==> src/common/lcel_pkg.sv <==
package lcel_pkg;
  // Register pages, compared against paddr[39:32]
  localparam logic [39:0] EN_OFS = 40'haa_0000_0000;
  localparam logic [39:0] EN_ALT_OFS = 40'hba_0000_0000;
  localparam logic [39:0] ST_OFS = 40'hab_0000_0000;
  localparam logic [39:0] ST_ALT_OFS = 40'hbb_0000_0000;
  localparam logic [39:0] ADDR_OFS = 40'hac_0000_0000;
  // Enable register fields
  localparam int EN_DBG = 2;
  localparam int EN_NCEEN = 1;
  localparam int EN_CEEN = 0;
  localparam logic [2:0] EN_RESET = 3'h0;
  // Status register fields
  localparam int ST_MEU = 63;
  localparam int ST_MEC = 62;
  localparam int ST_RW = 61;
  localparam int ST_MODA = 59;
  localparam int ST_VCID_LSB = 54;
  localparam int ST_LDWU = 50;
  localparam int ST_LDRU = 48;
  localparam int ST_LDSU = 46;
  localparam int ST_LTC = 45;
  localparam int ST_DIR = 44;
  localparam int ST_LVU = 43;
  localparam int ST_DSC = 38;
  localparam int ST_DSU = 37;
  localparam int ST_VEC = 36;
  localparam int ST_VEU = 35;
  localparam logic [63:0] ST_W1C_MASK = 64'hc03f_fff8_0000_0000;
  localparam logic [63:0] ST_RW_MASK = 64'h2fc0_0000_ffff_ffff;
  // DMA read line shape, way count and trap classes
  localparam int LINE_BYTES = 64;
  localparam int PORTION_BYTES = 4;
  localparam int WAYS = 12;
  localparam logic TRAP_DATA = 1'b1;
  localparam logic TRAP_ECC = 1'b0;

  typedef struct packed {
    logic ldsu;
    logic dsc;
    logic dsu;
    logic rw;
    logic [4:0] vcid;
    logic [31:0] synd;
  } lcel_ev_t;

  typedef struct packed {
    logic valid;
    logic err;
    logic [31:0] data;
  } lcel_beat_t;

  typedef struct packed {
    logic valid;
    logic cls;
    logic [4:0] strand;
  } lcel_trap_t;

  typedef enum logic [1:0] {
    TAG_IDLE = 2'b01,
    TAG_FIX = 2'b10
  } lcel_tag_st_t;
endpackage

==> src/verilog/lcel_bank.sv <==
// The APB register port is this design's own decision.
`timescale 1ns/1ps
`default_nettype none
module lcel_bank #(
  parameter logic [1:0] BANK_ID = 2'h0,
  parameter int DIR_W = 32
) (
  input wire logic pclk,
  input wire logic presetn,
  input wire logic [39:0] paddr,
  input wire logic psel,
  input wire logic penable,
  input wire logic pwrite,
  input wire logic [31:0] pwdata,
  output logic [31:0] prdata,
  output logic pready,
  output logic pslverr,
  input wire logic [4:0] steered_strand_field,
  input wire logic [31:0] strand_ceen,
  input wire logic [31:0] strand_nceen,
  input wire lcel_pkg::lcel_ev_t ev,
  input wire logic [39:0] err_addr,
  input wire logic wb_valid,
  input wire logic wb_ue,
  output logic wb_valid_out,
  output logic wb_poison,
  input wire lcel_pkg::lcel_beat_t dma_rd_in,
  output lcel_pkg::lcel_beat_t dma_rd_out,
  output logic dma_rd_last,
  input wire logic dmaw_valid,
  input wire logic dmaw_ue,
  input wire logic dmaw_line_dirty,
  output logic dmaw_commit,
  output logic dmaw_set_dirty,
  input wire logic tag_check,
  input wire logic [11:0] tag_ce,
  input wire logic [11:0] tag_hit,
  input wire logic tag_fix_done,
  output logic tag_fix_req,
  input wire logic vad_check,
  input wire logic [11:0] vad_valid,
  input wire logic [11:0] vad_alloc,
  input wire logic [11:0] vad_dirty,
  input wire logic [11:0] vad_par,
  input wire logic dir_scrub,
  input wire logic [DIR_W-1:0] dir_entry,
  input wire logic dir_par,
  output logic warm_reset_request,
  output logic debug_trig,
  output lcel_pkg::lcel_trap_t trap
);
  localparam int BEATS = lcel_pkg::LINE_BYTES / lcel_pkg::PORTION_BYTES;

  function automatic logic page_is(input logic [39:0] a, input logic [39:0] ofs);
    page_is = (a[39:32] == ofs[39:32]) && (a[7:6] == BANK_ID);
  endfunction

  logic [2:0] en_r;
  logic [63:0] st_r;
  logic [63:0] st_nxt;
  logic [39:0] addr_r;
  logic pready_r;
  logic pslverr_r;
  logic [31:0] prdata_r;
  lcel_pkg::lcel_tag_st_t tag_st_r;
  logic [3:0] beat_cnt_r;
  logic [11:0] vad_bad;
  logic ldwu, ldru_rd, ldru_wr, ldru, ltc, lvu, ldir, ue, ce;
  logic ltc_trap, hit_en, hit_st, wr_fire;
  lcel_pkg::lcel_trap_t trap_r;

  // Register decode, bits 31:8 and 5:3 ignored
  assign hit_en = page_is(paddr, lcel_pkg::EN_OFS) | page_is(paddr, lcel_pkg::EN_ALT_OFS);
  assign hit_st = page_is(paddr, lcel_pkg::ST_OFS) | page_is(paddr, lcel_pkg::ST_ALT_OFS);
  assign wr_fire = psel & penable & pready_r & pwrite;

  // Per-way parity, used bit not covered
  genvar gw;
  generate
    for (gw = 0; gw < lcel_pkg::WAYS; gw++)
    begin : g_vad
      assign vad_bad[gw] = ^{vad_valid[gw], vad_alloc[gw], vad_dirty[gw], vad_par[gw]};
    end
  endgenerate

  // Error events
  assign ldwu = wb_valid & wb_ue;
  assign ldru_rd = dma_rd_in.valid & dma_rd_in.err;
  assign ldru_wr = dmaw_valid & dmaw_ue;
  assign ldru = ldru_rd | ldru_wr;
  assign ltc = tag_check & (|tag_ce) & (tag_st_r == lcel_pkg::TAG_IDLE);
  assign lvu = vad_check & (|vad_bad);
  assign ldir = dir_scrub & ((^dir_entry) != dir_par);
  assign ue = ldwu | ldru | ev.ldsu | lvu | ldir;
  assign ce = ltc;
  // Hit with error traps now; otherwise after correction
  assign ltc_trap = (ltc & (|tag_hit)) |
                    ((tag_st_r == lcel_pkg::TAG_FIX) & tag_fix_done);

  // APB slave, zero wait states
  always_ff @(posedge pclk or negedge presetn)
  begin
    if (!presetn)
    begin
      pready_r <= 1'b0;
      pslverr_r <= 1'b0;
      prdata_r <= 32'h0000_0000;
    end
    else
    begin
      pready_r <= psel & ~penable & ~pready_r;
      if (psel & ~penable)
      begin
        pslverr_r <= ~(hit_en | hit_st | page_is(paddr, lcel_pkg::ADDR_OFS));
        if (pwrite)
          prdata_r <= 32'h0000_0000;
        else if (hit_en)
          prdata_r <= paddr[2] ? 32'h0000_0000 : {29'h0, en_r};
        else if (hit_st)
          prdata_r <= paddr[2] ? st_r[63:32] : st_r[31:0];
        else if (page_is(paddr, lcel_pkg::ADDR_OFS))
          prdata_r <= paddr[2] ? {24'h0, addr_r[39:32]} : addr_r[31:0];
        else
          prdata_r <= 32'h0000_0000;
      end
    end
  end

  // Enable register
  always_ff @(posedge pclk or negedge presetn)
  begin
    if (!presetn)
      en_r <= lcel_pkg::EN_RESET;
    else if (wr_fire & hit_en & ~paddr[2])
      en_r <= pwdata[2:0];
  end

  // Status register next value; error fields win over the write
  always_comb
  begin
    logic [63:0] wd;
    logic [63:0] wm;
    wd = paddr[2] ? {pwdata, 32'h0000_0000} : {32'h0000_0000, pwdata};
    wm = paddr[2] ? 64'hffff_ffff_0000_0000 : 64'h0000_0000_ffff_ffff;
    st_nxt = st_r;
    if (wr_fire & hit_st)
    begin
      st_nxt = (st_nxt & ~(wm & lcel_pkg::ST_RW_MASK)) | (wd & wm & lcel_pkg::ST_RW_MASK);
      st_nxt = st_nxt & ~(wd & wm & lcel_pkg::ST_W1C_MASK);
    end
    // Flags set regardless of enables
    if (ldwu)
      st_nxt[lcel_pkg::ST_LDWU] = 1'b1;
    if (ldru)
      st_nxt[lcel_pkg::ST_LDRU] = 1'b1;
    if (ev.ldsu)
      st_nxt[lcel_pkg::ST_LDSU] = 1'b1;
    if (ltc)
      st_nxt[lcel_pkg::ST_LTC] = 1'b1;
    if (ldir)
      st_nxt[lcel_pkg::ST_DIR] = 1'b1;
    if (lvu)
      st_nxt[lcel_pkg::ST_LVU] = 1'b1;
    if (ev.dsc)
      st_nxt[lcel_pkg::ST_DSC] = 1'b1;
    if (ev.dsu)
      st_nxt[lcel_pkg::ST_DSU] = 1'b1;
    if (ue)
    begin
      st_nxt[lcel_pkg::ST_VEU] = 1'b1;
      if (st_r[lcel_pkg::ST_VEU])
        st_nxt[lcel_pkg::ST_MEU] = 1'b1;
      st_nxt[lcel_pkg::ST_RW] = (ldru & ~lvu & ~ldir & ~ev.ldsu & ~ldwu) ? ldru_wr : ev.rw;
      st_nxt[lcel_pkg::ST_MODA] = 1'b0;
      st_nxt[58:54] = ev.vcid;
      st_nxt[31:0] = (lvu | ldir) ? 32'h0000_0000 : ev.synd;
    end
    else if (ce)
    begin
      st_nxt[lcel_pkg::ST_VEC] = 1'b1;
      if (st_r[lcel_pkg::ST_VEC])
        st_nxt[lcel_pkg::ST_MEC] = 1'b1;
      st_nxt[lcel_pkg::ST_RW] = ev.rw;
      st_nxt[lcel_pkg::ST_MODA] = 1'b0;
      st_nxt[58:54] = ev.vcid;
    end
    st_nxt[60] = 1'b0;
    st_nxt[34:32] = 3'h0;
  end

  // No reset: contents survive a reset
  always_ff @(posedge pclk)
  begin
    st_r <= st_nxt;
  end

  // Error address capture
  always_ff @(posedge pclk or negedge presetn)
  begin
    if (!presetn)
      addr_r <= 40'h00_0000_0000;
    else if (ue | ce)
      addr_r <= err_addr;
  end

  // Writeback path
  always_ff @(posedge pclk or negedge presetn)
  begin
    if (!presetn)
    begin
      wb_valid_out <= 1'b0;
      wb_poison <= 1'b0;
    end
    else
    begin
      wb_valid_out <= wb_valid;
      wb_poison <= ldwu;
    end
  end

  // DMA read return, one portion per beat
  always_ff @(posedge pclk or negedge presetn)
  begin
    if (!presetn)
    begin
      dma_rd_out <= '0;
      dma_rd_last <= 1'b0;
      beat_cnt_r <= 4'h0;
    end
    else
    begin
      dma_rd_out <= dma_rd_in;
      dma_rd_last <= dma_rd_in.valid & (beat_cnt_r == 4'(BEATS - 1));
      if (dma_rd_in.valid)
        beat_cnt_r <= beat_cnt_r + 4'h1;
    end
  end

  // Partial DMA write
  always_ff @(posedge pclk or negedge presetn)
  begin
    if (!presetn)
    begin
      dmaw_commit <= 1'b0;
      dmaw_set_dirty <= 1'b0;
    end
    else
    begin
      dmaw_commit <= dmaw_valid & ~dmaw_ue;
      dmaw_set_dirty <= ldru_wr & ~dmaw_line_dirty;
    end
  end

  // Tag correction; new tag errors are ignored while pending
  always_ff @(posedge pclk or negedge presetn)
  begin
    if (!presetn)
      tag_st_r <= lcel_pkg::TAG_IDLE;
    else
    begin
      case (tag_st_r)
        lcel_pkg::TAG_IDLE:
          if (ltc & ~(|tag_hit))
            tag_st_r <= lcel_pkg::TAG_FIX;
        lcel_pkg::TAG_FIX:
          if (tag_fix_done)
            tag_st_r <= lcel_pkg::TAG_IDLE;
        default:
          tag_st_r <= lcel_pkg::TAG_IDLE;
      endcase
    end
  end

  assign tag_fix_req = (tag_st_r == lcel_pkg::TAG_FIX);

  // Fatal, debug and strand traps
  always_ff @(posedge pclk or negedge presetn)
  begin
    if (!presetn)
    begin
      warm_reset_request <= 1'b0;
      debug_trig <= 1'b0;
      trap_r <= '0;
    end
    else
    begin
      warm_reset_request <= lvu | ldir;
      debug_trig <= en_r[lcel_pkg::EN_DBG] & ue;
      trap_r <= '0;
      trap_r.strand <= steered_strand_field;
      if ((ldwu | ldru | ev.ldsu) & en_r[lcel_pkg::EN_NCEEN] &
          strand_nceen[steered_strand_field])
      begin
        trap_r.valid <= 1'b1;
        trap_r.cls <= lcel_pkg::TRAP_DATA;
      end
      else if (ltc_trap & en_r[lcel_pkg::EN_CEEN] & strand_ceen[steered_strand_field])
      begin
        trap_r.valid <= 1'b1;
        trap_r.cls <= lcel_pkg::TRAP_ECC;
      end
    end
  end

  assign trap = trap_r;
  assign pready = pready_r;
  assign pslverr = pslverr_r;
  assign prdata = prdata_r;
endmodule
`default_nettype wire
==> config.mk <==
export PLATFORM = sky130hd
export DESIGN_NAME = lcel_bank
export DESIGN_NICKNAME = d
export VERILOG_FILES = /design/src/common/lcel_pkg.sv /design/src/verilog/lcel_bank.sv
export SDC_FILE = /design/constraint.sdc
export NUM_CORES = 1
export LEC_CHECK = 0
export BUFFER_PORTS_ARGS = -buffer_cell sky130_fd_sc_hd__buf_2
export CAP_MARGIN = 20
export CORE_ASPECT_RATIO = 1.25
export CORE_MARGIN = 1.5
export CORE_UTILIZATION = 28
export CTS_CLUSTER_DIAMETER = 60
export DETAILED_ROUTE_END_ITERATION = 10
export PLACE_DENSITY = 0.55
export RECOVER_POWER = 25
export SYNTH_ARGS = -nofsm -noshare
export SYNTH_HDL_FRONTEND = slang
export SYNTH_SLANG_ARGS = --single-unit
==> constraint.sdc <==
create_clock -name pclk -period 7.1 [get_ports pclk]
set_input_delay 0.355 -clock pclk [delete_from_list [all_inputs] [get_ports pclk]]
set_output_delay 0.355 -clock pclk [all_outputs]
set_load 0.01 [all_outputs]
==> results.yml <==
sta:
  worst_pin_slew_ps: 3544
  drv_slew: 106
  worst_slack_ps: 3097
  relSlewSlack: -1.363
  fmax_mhz: 249.8
  final_period_minus_worst_setup_slack_ps: 4003
  hold_violations: 0
  setup_viol_count_final: 0
  finClkSkew_ps: 7.447
  rsz0062_at_grt: "no"
  fin_crit_sh: 0.5638
  setup_tns_ps: 0
floorplanning:
  core_area_um2: 32680
  std_cell_rows: 74
  die_height_um: 206.4
  initial_core_util: 0.2836
  die_area_um2: 34210
  die_x_um: 165.7
  ios: 458
power:
  p_leak_nw: 5.895
  power_density_nw_per_um2: 219.1
  comb_power_share: 0.195
  p_total_mw: 2.781
  p_sw_frac: 0.2850
  clkPwrFrac: 0.335
  vdd_ir_drop_max_mv: 0.1355
  p_seq_frac: 0.469
  p_switching_uw: 792.7
  p_int_mw: 1.989
worst_setup_path:
  cp-end-kind: "async pin"
  cp_top_family: "buffers and inverters"
  max_stage_delay_ps: 2480
  path_buf_inv: 3
  cp_cell_sequence: "dlygate4sd3_1, clkbuf_1, buf_4"
  cp_max_fo: 66
  required_ps: 7560
  crit_type: "in2async"
  arrival_ps: 4460
  startpoint_type: "input pin"
  critical-path-slowest-cell: "clkbuf_1"
routing:
  wirelength_um: 29490
  vias: 7562
  drc: 0
  first_iter_violations: 405
  via_per_inst: 4.619
  dr.pass1.iters: 4
  antenna_left: 0
  wire_per_inst_um: 18.02
clock_network:
  clockBufferDepth: 2
  post_cts_buffers: 0
  tritoncts: "yes"
  cts_made_buffers: 17
  clkSlewWorstSetupHoldPaths_ps: 70
  clock_sinks: 191
  insertion_delay_ps: 450
  cts-root-buf: "clkbuf_16"
  htree_levels: 4
worst_hold_path:
  hold_path_class: "in2reg"
flow_run:
  cap_violations: 2
yosys:
  yosys_warnings: 0
  ys.flop_type: "dfrtp_1"
  yosys_register_bits: 191
  async_flop_share: 0.6859
  yosysMostFrequentCell: "dfrtp_1"
  synth_top_cell_area_share: 0.3510
  syn_nets: 1133
  ys_seq_area_frac: 0.5342
  synth_edf_count: 47
  synth_commonest_cells: "dfrtp_1 (130), mux2i_1 (76), xnor2_1 (57)"
  synthTopCellsByArea: "dfrtp_1 (35%), edfxtp_1 (15%), mux2i_1 (8.2%), xnor2_1 (5.4%), mux2_2 (5.2%)"
  yosys.area.top_type: "dfrtp_1"
  avgSynthCellArea_um2: 12.24
  syn_area_um2: 9269
  synthCells: 757
  synth_cell_type_count: 55
final_layout:
  layoutNonFillerInstCount: 1637
  area_delta_synth_final_pct: 36.92
  drive_gt1_frac: 0.4424
  fin_nets: 1579
run_status:
  outcome: "complete, but fails checks"
  violations: "capacitance limit, slew limit"
placed_design:
  port_buffers: 428
  dp_hpwl_um: 21900
  post-place-ws_ps: 3641
  dpl.cell_count: 1568
  gp_congestion: 0.8801
grt:
  grtUsageTotal: 0.1702
  antenna_found_initial: 4
  grt_max_degree: 71
  grt_overflow: 0
  grt_pass1_wl_um: 44320
  grt_pass1_vias: 7731
==> worst reg2reg max path, cell delays in order (launching register included) <==
cell     delay (ps)
dfrtp_1         370
nand4_1         150
nor2_1          190
nand2_2          80
inv_1           430
or3_2           850
==> final timing paths <==
kind	end	slack (ps)	from	cells past startpoint
max	warm_reset_request$_DFF_PN0_	3100	presetn	3
min	dma_rd_out[32]$_DFF_PN0_	40	dma_rd_in[32]	1
max reg2reg	st_r[0]$_DFFE_PP_	4630	pready$_DFF_PN0_	5
min reg2reg	st_r[43]$_SDFFE_PP1P_	440	st_r[43]$_SDFFE_PP1P_	2
max in group pclk	prdata[31]$_DFFE_PN0P_	4050	penable	7
min in group asynchronous	dma_rd_out[16]$_DFF_PN0_	1650	presetn	2
==> final cells by class <==
type                    instances  area (um2)
clock buffers                  18       439.2
inverters                      10       37.54
multi-input cells             512        4078
flip-flops and latches        191        4951
fillers                      3270       19990
well taps                     418       523.0
repair buffers                471        2536
diodes                          3       7.507
clock inverters                14       118.9
==> layout by cell type, fill, tap and decap left out, drive strengths merged, types with 5 or more instances in the layout <==
cell type / count
mux2: 51
o22ai: 6
xnor2: 57
clkbuf: 30
a22oi: 22
buf: 425
edfxtp: 47
dlygate4sd3: 34
nor2: 54
xor2: 9
dfrtp: 130
nand4: 5
nand3: 7
a21boi: 10
mux2i: 77
clkinv: 5
o21ai: 30
inv: 18
nand2: 37
nand2b: 5
mux4: 19
nor3: 35
a21o: 5
a21oi: 38
dfxtp: 13
nor4: 7
a22o: 11
==> sequential cells by signal (all words and copies together) (netlist names), named ones only <==
name	cells
beat_cnt_r	4
warm_reset_request	1
tag_st_r	2
st_r	59
pslverr	1
dma_rd_last	1
pready	1
dmaw_set_dirty	1
wb_poison	1
dmaw_commit	1
debug_trig	1
prdata	32
addr_r	40
wb_valid_out	1
trap	7
dma_rd_out	34
en_r	3
==> repair_timing <==
item                                   4_1_cts  5_1_grt
endpoints found under the hold margin       98        0
hold buffers                                34        0
resized for setup                            0        0
==> cell families after synthesis <==
kind of cell,synth area share
buffers and inverters,0.02686
AOI/OAI and AO/OA,0.08923
muxes,0.1955
adders and majority gates,0.001350
and+or+nand+nor,0.08572
DFF,0.5342
xor gates and xnor gates,0.06722
==> metal layers <==
layer  part of all wire  global-route usage  vias to the layer above
li1                   -                   -                     3648
met1               0.44              0.2161                     3651
met2               0.50              0.2915                      245
met3              0.046             0.03504                       18
met4              0.012             0.05116                        0
met5                  0                   0                        -
==> power groups by stage <==
stage	Sequential, mW	Clock [mW]	Combinational (mW)
2_1_floorplan	1.32	0	0.310
3_3_place_gp	1.32	0	0.534
3_5_place_dp	1.33	0	0.542
4_1_cts	1.30	0.971	0.558
5_1_grt	1.32	1.01	0.600
6_report	1.30	0.933	0.543
==> per-stage QoR <==
step | util | area, um2 | hold slack [ps]
3_3_place_gp | 0.3613 | 11810 | 393.2
5_1_grt | 0.3883 | 12690 | 28.94
2_1_floorplan | - | 9269 | 59.41
3_5_place_dp | 0.3613 | 11810 | 394.3
6_report | 0.3883 | 12690 | 43.69
4_1_cts | 0.3888 | 12710 | 4.318
Power figures use the tool's default switching activity.
